[src/wfbf_pkg.sv]
/*
 * Shared constants and lookups for the field bitstream framer pair.
 * Assumes both ends exchange the stream as aligned 32-bit words.
 */
package wfbf_pkg;

	// ========================================================
	// Delimiters (all 64-bit, two aligned words)
	localparam logic [31:0] WFBF_DELIM_HI          = 32'hFFFFFFFF;
	localparam logic [31:0] WFBF_FIELD_ONE_LO      = 32'h40000000;
	localparam logic [31:0] WFBF_FIELD_TWO_LO      = 32'h41000000;
	localparam logic [31:0] WFBF_BLOCK_TYPE_ONE_LO = 32'h44000000;
	localparam logic [31:0] WFBF_BLOCK_TYPE_TWO_LO = 32'h45000000;
	localparam logic [31:0] WFBF_BLOCK_TYPE_THR_LO = 32'h46000000;
	localparam logic [31:0] WFBF_BLOCK_TYPE_FOU_LO = 32'h47000000;
	localparam logic [31:0] WFBF_EMPTY_BLOCK_LO    = 32'h48000000;
	localparam logic [31:0] WFBF_SEQ_END_LO        = 32'h4F000000;

	// ========================================================
	// Field layout
	localparam logic [7:0]  WFBF_FIRST_TYPE_CODE = 8'h83;
	localparam int          WFBF_TC_BITS         = 90;
	localparam int          WFBF_TC_WORDS        = 3;
	localparam logic [1:0]  WFBF_TC_LAST_CNT     = 2'h2;
	localparam logic [5:0]  WFBF_LAST_IDX        = 6'h29;
	localparam logic [5:0]  WFBF_FIRST_BLOCK     = 6'h06;
	localparam logic [15:0] WFBF_BW_PAD          = 16'h0000;
	localparam logic [7:0]  WFBF_TYPE_PAD        = 8'h00;

	// ========================================================
	// Transfer order: index -> {type, block number}; type 0 is the first block
	function automatic logic [8:0] wfbf_block_entry(input logic [5:0] idx);
		logic [8:0] r;
		r = 9'h000;
		case (idx)
			6'h00: r = {3'h0, 6'h06};
			6'h01: r = {3'h4, 6'h09};
			6'h02: r = {3'h3, 6'h14};
			6'h03: r = {3'h3, 6'h16};
			6'h04: r = {3'h3, 6'h13};
			6'h05: r = {3'h3, 6'h17};
			6'h06: r = {3'h3, 6'h11};
			6'h07: r = {3'h3, 6'h19};
			6'h08: r = {3'h3, 6'h10};
			6'h09: r = {3'h3, 6'h1A};
			6'h0A: r = {3'h3, 6'h0E};
			6'h0B: r = {3'h3, 6'h1C};
			6'h0C: r = {3'h3, 6'h0D};
			6'h0D: r = {3'h3, 6'h1D};
			6'h0E: r = {3'h1, 6'h0B};
			6'h0F: r = {3'h1, 6'h1F};
			6'h10: r = {3'h3, 6'h0A};
			6'h11: r = {3'h1, 6'h20};
			6'h12: r = {3'h3, 6'h08};
			6'h13: r = {3'h1, 6'h22};
			6'h14: r = {3'h3, 6'h07};
			6'h15: r = {3'h1, 6'h23};
			6'h16: r = {3'h3, 6'h05};
			6'h17: r = {3'h1, 6'h25};
			6'h18: r = {3'h3, 6'h04};
			6'h19: r = {3'h1, 6'h26};
			6'h1A: r = {3'h3, 6'h02};
			6'h1B: r = {3'h1, 6'h28};
			6'h1C: r = {3'h3, 6'h01};
			6'h1D: r = {3'h1, 6'h29};
			6'h1E: r = {3'h4, 6'h00};
			6'h1F: r = {3'h2, 6'h27};
			6'h20: r = {3'h4, 6'h0C};
			6'h21: r = {3'h2, 6'h24};
			6'h22: r = {3'h4, 6'h0F};
			6'h23: r = {3'h2, 6'h21};
			6'h24: r = {3'h4, 6'h12};
			6'h25: r = {3'h2, 6'h1E};
			6'h26: r = {3'h2, 6'h15};
			6'h27: r = {3'h2, 6'h1B};
			6'h28: r = {3'h2, 6'h18};
			6'h29: r = {3'h4, 6'h03};
			default: r = 9'h000;
		endcase
		return r;
	endfunction

	// Second delimiter word for a block type
	function automatic logic [31:0] wfbf_block_lo(input logic [2:0] typ);
		logic [31:0] r;
		r = WFBF_EMPTY_BLOCK_LO;
		case (typ)
			3'h1: r = WFBF_BLOCK_TYPE_ONE_LO;
			3'h2: r = WFBF_BLOCK_TYPE_TWO_LO;
			3'h3: r = WFBF_BLOCK_TYPE_THR_LO;
			3'h4: r = WFBF_BLOCK_TYPE_FOU_LO;
			default: r = WFBF_EMPTY_BLOCK_LO;
		endcase
		return r;
	endfunction

endpackage

[src/wfbf_link_if.sv]
/*
 * Word link between the stream source (host) and the parsing device.
 * Assumes one clock for both ends; valid/ready handshake per word.
 */
`timescale 1ns/1ns
interface wfbf_link_if
(
	input wire logic clock,
	input wire logic rst_n
);
	logic [31:0] word;
	logic        valid;
	logic        ready;

	modport dev
	(
		input  word,
		input  valid,
		output ready
	);

	modport host
	(
		output word,
		output valid,
		input  ready
	);
endinterface

[src/wfbf_dev.sv]
/*
 * Device end: parses the incoming field stream and checks its structure.
 * Assumes coded data words never hold an all-ones word, which is read as a delimiter.
 */
`timescale 1ns/1ns
module wfbf_dev
(
	// Clock and reset
	input  wire logic        clock,
	input  wire logic        rst_n,
	input  wire logic        ce,
	// Link
	wfbf_link_if.dev         link,
	// Field events
	output logic             dec_restart,
	output logic             field_start,
	output logic             field_two,
	output logic             field_done,
	output logic             seq_end,
	// Timecode
	output logic [89:0]      timecode,
	output logic             tc_valid,
	// Block header
	output logic             blk_start,
	output logic [5:0]       blk_num,
	output logic [15:0]      blk_bw,
	output logic             blk_empty,
	// Coded data
	output logic [31:0]      data_word,
	output logic             data_valid,
	// Errors
	output logic             frame_err
);
	// ========================================================
	// State
	typedef enum logic [2:0] {D_HUNT, D_DLO, D_TC, D_TYPE, D_BW, D_DATA} wfbf_dst_t;

	wfbf_dst_t   st_q, st_d;
	logic        rdy_q, take;
	logic        restart_q, restart_d, fstart_q, fstart_d, two_q, two_d;
	logic        fdone_q, fdone_d, send_q, send_d, tcv_q, tcv_d;
	logic        bstart_q, bstart_d, empty_q, empty_d, dval_q, dval_d;
	logic        err_q, err_d, infield_q, infield_d, seen_q, seen_d;
	logic [95:0] tcsh_q, tcsh_d;
	logic [89:0] tc_q, tc_d;
	logic [1:0]  cnt_q, cnt_d;
	logic [5:0]  idx_q, idx_d, bnum_q, bnum_d;
	logic [15:0] bw_q, bw_d;
	logic [31:0] dw_q, dw_d;
	logic [8:0]  entry;
	logic [5:0]  nidx;

	// Second delimiter word names a block start of any type
	function automatic logic is_block_lo(input logic [31:0] w);
		return (w == wfbf_pkg::WFBF_BLOCK_TYPE_ONE_LO) || (w == wfbf_pkg::WFBF_BLOCK_TYPE_TWO_LO)
			|| (w == wfbf_pkg::WFBF_BLOCK_TYPE_THR_LO) || (w == wfbf_pkg::WFBF_BLOCK_TYPE_FOU_LO)
			|| (w == wfbf_pkg::WFBF_EMPTY_BLOCK_LO);
	endfunction

	// ========================================================
	// Next state
	always_comb
	begin
		st_d      = st_q;
		restart_d = 1'b0;
		fstart_d  = 1'b0;
		fdone_d   = 1'b0;
		send_d    = 1'b0;
		tcv_d     = 1'b0;
		bstart_d  = 1'b0;
		dval_d    = 1'b0;
		err_d     = 1'b0;
		two_d     = two_q;
		empty_d   = empty_q;
		infield_d = infield_q;
		seen_d    = seen_q;
		tcsh_d    = tcsh_q;
		tc_d      = tc_q;
		cnt_d     = cnt_q;
		idx_d     = idx_q;
		bnum_d    = bnum_q;
		bw_d      = bw_q;
		dw_d      = dw_q;
		take      = link.valid && rdy_q;
		nidx      = idx_q + 6'h01;
		entry     = wfbf_pkg::wfbf_block_entry(nidx);
		if (take)
		begin
			case (st_q)
				D_HUNT:
					// Delimiters are only looked for on word boundaries
					if (link.word == wfbf_pkg::WFBF_DELIM_HI)
						st_d = D_DLO;
				D_DLO:
				begin
					st_d = D_HUNT;
					if (infield_q && idx_q == wfbf_pkg::WFBF_LAST_IDX)
						fdone_d = 1'b1;
					if (link.word == wfbf_pkg::WFBF_FIELD_ONE_LO
						|| link.word == wfbf_pkg::WFBF_FIELD_TWO_LO)
					begin
						two_d     = (link.word == wfbf_pkg::WFBF_FIELD_TWO_LO);
						// Field one start alone restarts the whole chain
						restart_d = !two_d;
						// Same field twice in a row breaks the odd/even pairing
						if (seen_q && two_d == two_q)
							err_d = 1'b1;
						// A field cut short before its last block
						if (infield_q && idx_q != wfbf_pkg::WFBF_LAST_IDX)
							err_d = 1'b1;
						fstart_d  = 1'b1;
						infield_d = 1'b1;
						seen_d    = 1'b1;
						idx_d     = 6'h00;
						cnt_d     = 2'h0;
						st_d      = D_TC;
					end
					else if (link.word == wfbf_pkg::WFBF_SEQ_END_LO)
					begin
						if (infield_q && idx_q != wfbf_pkg::WFBF_LAST_IDX)
							err_d = 1'b1;
						send_d    = 1'b1;
						infield_d = 1'b0;
						seen_d    = 1'b0;
					end
					else if (is_block_lo(link.word))
					begin
						if (!infield_q || idx_q == wfbf_pkg::WFBF_LAST_IDX)
							err_d = 1'b1;
						else
						begin
							empty_d = (link.word == wfbf_pkg::WFBF_EMPTY_BLOCK_LO);
							// Type must match the fixed transfer order
							if (!empty_d
								&& link.word != wfbf_pkg::wfbf_block_lo(entry[8:6]))
								err_d = 1'b1;
							idx_d  = nidx;
							bnum_d = entry[5:0];
							st_d   = D_BW;
						end
					end
					else
						err_d = 1'b1;
				end
				D_TC:
				begin
					tcsh_d = {tcsh_q[63:0], link.word};
					cnt_d  = cnt_q + 2'h1;
					if (cnt_q == wfbf_pkg::WFBF_TC_LAST_CNT)
					begin
						// Top six bits of the twelve bytes carry nothing
						tc_d  = tcsh_d[wfbf_pkg::WFBF_TC_BITS-1:0];
						tcv_d = 1'b1;
						st_d  = D_TYPE;
					end
				end
				D_TYPE:
				begin
					if (link.word[31:24] != wfbf_pkg::WFBF_FIRST_TYPE_CODE)
						err_d = 1'b1;
					bw_d     = link.word[23:8];
					bnum_d   = wfbf_pkg::WFBF_FIRST_BLOCK;
					empty_d  = 1'b0;
					bstart_d = 1'b1;
					st_d     = D_DATA;
				end
				D_BW:
				begin
					bw_d     = link.word[31:16];
					bstart_d = 1'b1;
					// An empty block carries no data; stray words are skipped while hunting
					st_d     = empty_q ? D_HUNT : D_DATA;
				end
				D_DATA:
					if (link.word == wfbf_pkg::WFBF_DELIM_HI)
						st_d = D_DLO;
					else
					begin
						dw_d   = link.word;
						dval_d = 1'b1;
					end
				default: st_d = D_HUNT;
			endcase
		end
	end

	// ========================================================
	// Registers
	always_ff @(posedge clock or negedge rst_n)
	begin
		if (!rst_n)
		begin
			st_q      <= D_HUNT;
			rdy_q     <= 1'b0;
			restart_q <= 1'b0;
			fstart_q  <= 1'b0;
			two_q     <= 1'b0;
			fdone_q   <= 1'b0;
			send_q    <= 1'b0;
			tcv_q     <= 1'b0;
			bstart_q  <= 1'b0;
			empty_q   <= 1'b0;
			dval_q    <= 1'b0;
			err_q     <= 1'b0;
			infield_q <= 1'b0;
			seen_q    <= 1'b0;
			tcsh_q    <= 96'h0;
			tc_q      <= 90'h0;
			cnt_q     <= 2'h0;
			idx_q     <= 6'h00;
			bnum_q    <= 6'h00;
			bw_q      <= 16'h0000;
			dw_q      <= 32'h00000000;
		end
		else if (ce)
		begin
			st_q      <= st_d;
			rdy_q     <= 1'b1;
			restart_q <= restart_d;
			fstart_q  <= fstart_d;
			two_q     <= two_d;
			fdone_q   <= fdone_d;
			send_q    <= send_d;
			tcv_q     <= tcv_d;
			bstart_q  <= bstart_d;
			empty_q   <= empty_d;
			dval_q    <= dval_d;
			err_q     <= err_d;
			infield_q <= infield_d;
			seen_q    <= seen_d;
			tcsh_q    <= tcsh_d;
			tc_q      <= tc_d;
			cnt_q     <= cnt_d;
			idx_q     <= idx_d;
			bnum_q    <= bnum_d;
			bw_q      <= bw_d;
			dw_q      <= dw_d;
		end
	end

	// ========================================================
	// Outputs
	assign link.ready  = rdy_q;
	assign dec_restart = restart_q;
	assign field_start = fstart_q;
	assign field_two   = two_q;
	assign field_done  = fdone_q;
	assign seq_end     = send_q;
	assign timecode    = tc_q;
	assign tc_valid    = tcv_q;
	assign blk_start   = bstart_q;
	assign blk_num     = bnum_q;
	assign blk_bw      = bw_q;
	assign blk_empty   = empty_q;
	assign data_word   = dw_q;
	assign data_valid  = dval_q;
	assign frame_err   = err_q;
endmodule

[src/flat_wrapper.sv]
// flat-port wrapper written by rule: the top's interface ports become plain ports
module wfbf_dev_flat 
  (clock, rst_n, ce, dec_restart, field_start, field_two, field_done, seq_end, timecode, tc_valid, blk_start, blk_num, blk_bw, blk_empty, data_word, data_valid, frame_err, link_word, link_valid, link_ready);
  wfbf_link_if link_i (.clock(clock), .rst_n(rst_n));
  input  wire logic clock;
  input  wire logic rst_n;
  input  wire logic ce;
  output logic dec_restart;
  output logic field_start;
  output logic field_two;
  output logic field_done;
  output logic seq_end;
  output logic [89:0] timecode;
  output logic tc_valid;
  output logic blk_start;
  output logic [5:0] blk_num;
  output logic [15:0] blk_bw;
  output logic blk_empty;
  output logic [31:0] data_word;
  output logic data_valid;
  output logic frame_err;
  input wire logic [$bits(link_i.word)-1:0] link_word;
  input wire logic [$bits(link_i.valid)-1:0] link_valid;
  output wire logic [$bits(link_i.ready)-1:0] link_ready;
  assign link_i.word = link_word;
  assign link_i.valid = link_valid;
  assign link_ready = link_i.ready;
  wfbf_dev u_core (.clock(clock), .rst_n(rst_n), .ce(ce), .link(link_i), .dec_restart(dec_restart), .field_start(field_start), .field_two(field_two), .field_done(field_done), .seq_end(seq_end), .timecode(timecode), .tc_valid(tc_valid), .blk_start(blk_start), .blk_num(blk_num), .blk_bw(blk_bw), .blk_empty(blk_empty), .data_word(data_word), .data_valid(data_valid), .frame_err(frame_err));
endmodule
[config.mk]
export PLATFORM = sky130hd
export DESIGN_NAME = wfbf_dev_flat
export DESIGN_NICKNAME = d
export VERILOG_FILES = /design/src/wfbf_pkg.sv /design/src/wfbf_link_if.sv /design/src/wfbf_dev.sv /design/src/flat_wrapper.sv
export SDC_FILE = /design/constraint.sdc
export NUM_CORES = 1
export LEC_CHECK = 0
export ABC_AREA = 1
export BUFFER_PORTS_ARGS = -buffer_cell sky130_fd_sc_hd__clkbuf_2
export CAP_MARGIN = 5
export CORE_AREA = 10 10 206 111
export DETAILED_ROUTE_END_ITERATION = 12
export DIE_AREA = 0 0 216 121
export PLACE_DENSITY = 0.81
export SLEW_MARGIN = 5
export SYNTH_ARGS = -nofsm -noshare
export SYNTH_HDL_FRONTEND = slang
export SYNTH_SLANG_ARGS = --single-unit
[constraint.sdc]
create_clock -name clock -period 3.1 [get_ports clock]
set_clock_uncertainty 0.2 [all_clocks]
set_input_delay 0.62 -clock clock [delete_from_list [all_inputs] [get_ports clock]]
set_output_delay 0.62 -clock clock [all_outputs]
set_load 0.01 [all_outputs]
# Word level (Yosys, flattened, before mapping)

Memories as Yosys holds them, arrays and structs flattened.
Index checks and enable logic that the tools add are counted.

Flip-flop bits (word level): 225
Memory bits (read-only): 576
Input bits: 36
Logic and storage cells: 155
Memories kept: 1

Memories:

| memory          | words | bits a word | rd ports | clocked after Yosys merged registers in | wr ports | line           | text |
|---|---|---|---|---|---|---|---|
| (no name shown) | 64    | 9           | 1        | 0                                       | 0        | wfbf_pkg.sv:35 | `case (idx)` |

Add/subtract/negate cells: 2
Eq/ne operators: 33
Muxes and demuxes: 66
Bitwise operators: 1
Reductions and logical operators: 32

Operator list:

| kind                 | count |
|---|---|
| $eq 32x31->1 const B | 8 |
| $mux 32              | 6 |
| $pmux 28 s4          | 1 |
| $mux 6               | 8 |
| $mux 1               | 37 |
| $eq 32x32->1 const B | 1 |
| $ne 32x32->1         | 1 |
| $pmux 16 s2          | 1 |
| $reduce_and 4->1     | 6 |
| $mux 3               | 7 |
| $pmux 3 s5           | 1 |
| $eq 3x2->1 const B   | 4 |
| $ne 2x1->1 const B   | 6 |
| $pmux 6 s2           | 1 |
| $reduce_bool 2->1    | 5 |
| $eq 3x3->1 const B   | 3 |
| $ne 8x8->1 const B   | 1 |
| $reduce_and 7->1     | 1 |
| $add 6x1->6 const B  | 1 |
| $eq 3x1->1 const B   | 2 |
| $eq 6x6->1 const B   | 1 |
| $logic_or 1x1->1     | 6 |
| $ne 2x2->1 const B   | 3 |
| $ne 6x6->1 const B   | 1 |
| other kinds (13)     | 22 |

# Longest topological paths before layout

Word-level depth: 19
Gate-level depth with buffers: 23
Depth with buffers taken out: 22

# Worst setup path before layout

OpenSTA, ideal clock, no wires.

Path kind: register to register
From: register u_core.idx_q[1]
To: register u_core.err_q, in the netlist u_core.frame_err
Setup time: 116 ps
Arrival time: 2275 ps
Required time: 2784 ps
Setup slack: 509 ps
Stages on the path, launching flop included: 22
Buffers on the path: 1
Period minus slack after synthesis: 2591 ps
Cells stage by stage: dfrtp_1 > ha_1 > ha_1 > buf_2 > nor2_1 > nand2_1 > nand3_1 > nand2_1 > nand2_2 > nand2_1 > nand2_1 > nand2_1 > nand2_1 > nand2_1 > nor2_1 > nand2_1 > nand2_1 > nand2_1 > nand2_1 > nand2_1 > nand2_1 > nand2_1

Longest elaborated chain between the ends: 19

RTL lines:

| item                                     | line            | text |
|---|---|---|
| start: declaration                       | wfbf_dev.sv:47  | `logic [5:0] idx_q, idx_d, bnum_q, bnum_d;` |
| start signal: assignment                 | wfbf_dev.sv:234 | `idx_q <= idx_d;` |
| $add 6x1->6                              | wfbf_dev.sv:85  | `nidx = idx_q + 6'h01;` |
| $mem_v2 64x9                             | n/a             |  |
| $eq 3x3->1, or another cell as far along | wfbf_pkg.sv:87  | `case (typ)` |
| $pmux 28 s4                              | wfbf_pkg.sv:87  |  |
| $mux 32                                  | wfbf_dev.sv:128 | `if (!infield_q \|\| idx_q == wfbf_pkg::WFBF_LAST_IDX)` |
| $mux 32                                  | wfbf_dev.sv:126 | `else if (is_block_lo(link.word))` |
| $mux 32                                  | wfbf_dev.sv:118 | `else if (link.word == wfbf_pkg::WFBF_SEQ_END_LO)` |
| $mux 32                                  | wfbf_dev.sv:99  | `if (link.word == wfbf_pkg::WFBF_FIELD_ONE_LO` |
| (+3 left out)                            | n/a             |  |
| $logic_and 1x1->1                        | wfbf_dev.sv:135 | `&& link.word != wfbf_pkg::wfbf_block_lo(entry[8:6]))` |
| $mux 1                                   | wfbf_dev.sv:134 | `if (!empty_d` |
| $mux 1                                   | wfbf_dev.sv:128 |  |
| $mux 1                                   | wfbf_dev.sv:126 |  |
| $mux 1                                   | wfbf_dev.sv:118 |  |
| $mux 1 (*)                               | wfbf_dev.sv:99  |  |
| $pmux 1 s2 (*)                           | wfbf_dev.sv:89  | `case (st_q)` |
| $mux 1 (*)                               | wfbf_dev.sv:87  | `if (take)` |
| end signal: assignment                   | wfbf_dev.sv:228 | `err_q <= err_d;` |
| end: declaration                         | wfbf_dev.sv:43  | `logic err_q, err_d, infield_q, infield_d, seen_q, seen_d;` |

Mark *: on every way between the ends. The rest lies on a longest branch, timed or not. The select of a mux whose other input is x is not followed.
A chain may end at the register's enable or synchronous reset.

# Final worst setup path

Ends and elaborated chain as after synthesis.

==> metrics <==
CTS tree done; Antenna Nets Post-Route 0; Cell Chain, Critical Path buf_4 > inv_1 > ha_1 > nand2_1 > inv_1 > nand3_1 > nor2_2 > nor2_1 > nand2_1 > nand3_2 > nand2_1 > nor2_1 > nor2_1 > nand2_1 > nand2_1 > nand2_1 > nand2_1 > nand2_1 > nand2_1 > nand2_1; Sw Share 34.61%; Detailed Route WL 29.81 mm; Seq/Total Area, Yosys 58.62%; syn avg cell area 8.771 µm²; Die Width 216 µm; crit-path max cell delay 420 ps; initial antenna violation count 0; net count after synthesis 1140; max-cap violation count 0; slowest CP cell ha_1; Design Area, Final 11630 µm²; DR DRC count 0; DP HPWL 22.27 mm; total internal power 6.476 mW; register bit total from synthesis 225; synth unique cells 39; Final Net Count 1322; CTS root buf clkbuf_16; met2 usage 31.83%; placed cell areas 10940 µm²; WP data arrival 2990 ps; CP Class reg2reg; net switching power 3.427 mW; outcome completed; setup bufs post-CTS 0; routed vias 8359; Most Frequent Cell on Critical Path nand2_1; crit end category register; WL/cell 19.13 µm; number of global-route vias before repair 8029; Max rail drop VDD 0.4631 mV; PwrDens 851.7 nW/µm²; Vias per Instance 5.365; Area contributors post-synth dfrtp_1 (59%), nand2_1 (12%), o21ai_0 (12%); Num CTS Buffers 20; Synth Warn # 0; Setup TNS Final 0 ps; M1 GR Usage 33.29%; Synth area leader dfrtp_1; Mapped Area 9604 µm²; Worst-Margin Slew 810.8 ps; routability cong. 0.9366; Setup Viol. Count Final 0; Multi-input gate area 3343 µm²; drt pass-1 iters 5; number of synthesized flops with an enable pin 0; count leader, synth nand2_1; largest net degree at the start of global routing 109; Leakage 6.049 nW; register area 5630 µm²; CTS sink cnt 225; initial cell density of the core 50.17%; die height 121 µm; top_reg_cell synth dfrtp_1; DR iter-0 viols 915; fraction of layout instances using a drive strength above 1 21.22%; CTS Buffer Depth 3; Final Critical Period 2788 ps; Seq pwr share 46.4%; register clock-pin slew on the reported worst setup and hold paths 70 ps; type of origin of the critical path register; most common library cells after synthesis nand2_1 (317), o21ai_0 (231), dfrtp_1 (225), inv_1 (116), clkbuf_1 (41); post-synth top area share 58.62%; Slew Limit Fails 0; Req. time, crit path 3300 ps; achievable frequency 358.6 MHz; GRT Overall Usage 22.42%; Worst Hold Class in2reg; fin util 60.74%; period utilization 89.95%; worst rel slew slack 45.94%; asr flop ratio synth 100.0%; Syn Inst Count 1095; Ports 191; Clock Power Share 25.7%; critical path fanouts, max 7; global routing usage on met3 6.844%; RSZ-0062 raised after global routing false; total power 9.903 mW; fill count 1668; Port-buffer cells 190; layer carrying the most global-route usage met1; area grow syn2layout 21.07%; H-tree levels 1; Logic pwr share 27.9%; die area 26140 µm²; core footprint 19140 µm²; first-pass GRT wire length 47.02 mm; total congestion overflow 0; FP Rows 36; worst skew pair latency 500 ps; final hold vios 0
[metrics by stage]
| step | hold WS [ps] | std cells | setup WS [ps] |
|---|---|---|---|
| after floorplan | 124.4 | 1095 | 508.9 |
| after global placement | 262.4 | 1520 | 262.1 |
| after detailed placement | 269.1 | 1520 | 177.6 |
| after CTS | 150.4 | 1557 | 227.4 |
| after global routing | 172.6 | 1557 | 21.42 |
| final | 157.6 | 1558 | 311.5 |
[worst paths after layout]
path                                               start  depth (start not counted)                                to  slack, ps
max                          u_core.idx_q[1]$_DFFE_PN0P_                         20      u_core.frame_err$_DFFE_PN0P_        310
min                                                   ce                          2     u_core.link.ready$_DFFE_PN0P_        160
max reg2reg                  u_core.idx_q[1]$_DFFE_PN0P_                         20      u_core.frame_err$_DFFE_PN0P_        310
min reg2reg                u_core.tcsh_q[10]$_DFFE_PN0P_                          2     u_core.tcsh_q[42]$_DFFE_PN0P_        280
max in group asynchronous                          rst_n                          3  u_core.data_word[26]$_DFFE_PN0P_       1430
min in group asynchronous                          rst_n                          2   u_core.timecode[79]$_DFFE_PN0P_        430
[power by group through the flow]
stage               registers (mW)  clock network (mW)  logic [mW]
detailed placement            4.63                   0        2.78
global route                  4.72                2.68        3.13
global placement              4.58                   0        2.72
finish                        4.60                2.54        2.76
CTS                           4.59                2.57        2.80
floorplan                     4.84                   0        1.10
[logic make-up (layout without fill, tap and decap cells)]
group | after synthesis | count (layout) | share of synthesized area [%]
AND/OR/NAND/NOR | 423 | 423 | 18.36
AO/OA/AOI/OAI | 263 | 263 | 14.33
flip-flops | 225 | 225 | 58.62
buffers and inverters | 170 | 366 | 6.931
adder cells (fa/ha/maj) | 9 | 9 | 1.173
multiplexers | 5 | 5 | 0.5862
other | 0 | 1 | 0
[cell type report]
type	instances	area share (%)
tap	266	2.862
timing repair buffer	212	10.46
inverter	118	3.809
clock buffer	30	4.982
clock inverter	6	0.6887
multi-input combinational	700	28.75
antenna	1	0.02152
sequential	225	48.42
[flip-flops by register name, indices dropped and copies added (netlist names), 2 cells and up]
register and cells:
u_core.data_word 32, u_core.tcsh_q 58, u_core.st_q 3, u_core.blk_bw 16, u_core.blk_num 6, u_core.cnt_q 2, u_core.idx_q 6, u_core.timecode 90
[what timing repair did]
| item | in CTS | in global routing |
|---|---|---|
| hold endpoints to repair | 53 | 0 |
| hold buffers | 1 | 0 |
| gates resized for setup | 0 | 5 |
| setup endpoints to repair | 0 | 1 |
[critical path, delay by kind of cell, from the launching register on]
kind / cells / cell delay (ps)
buf+inv: 3 / 370
fa+ha+maj: 1 / 420
flops: 1 / 370
simple gates: 16 / 1340
[per-layer routing]
metal  wire (µm)  share of wire (%)
met1       13940                 47
met2       12380                 42
met3        3085                 10
met4         403                1.4
met5           0                  0
[cell usage in the layout (no fill, tap or decap), types with 3 or more instances in the layout]
cell and n:
nor4_1 3, o22ai_1 6, clkbuf_16 21, buf_4 14
o21ai_0 231, nand4_1 13, a21oi_1 7, clkbuf_2 189
mux2_2 5, inv_1 115, clkbuf_1 7, nand3_2 4
o31ai_1 5, o21ai_1 3, inv_2 3, nor2_1 33
nand3_1 26, buf_12 7, nor3_1 7, ha_1 7
nor2_2 3, clkinv_2 4, nand2_1 315, nand2_2 9
dfrtp_1 225, nand3b_1 3
(Power assumes the default switching activity.)
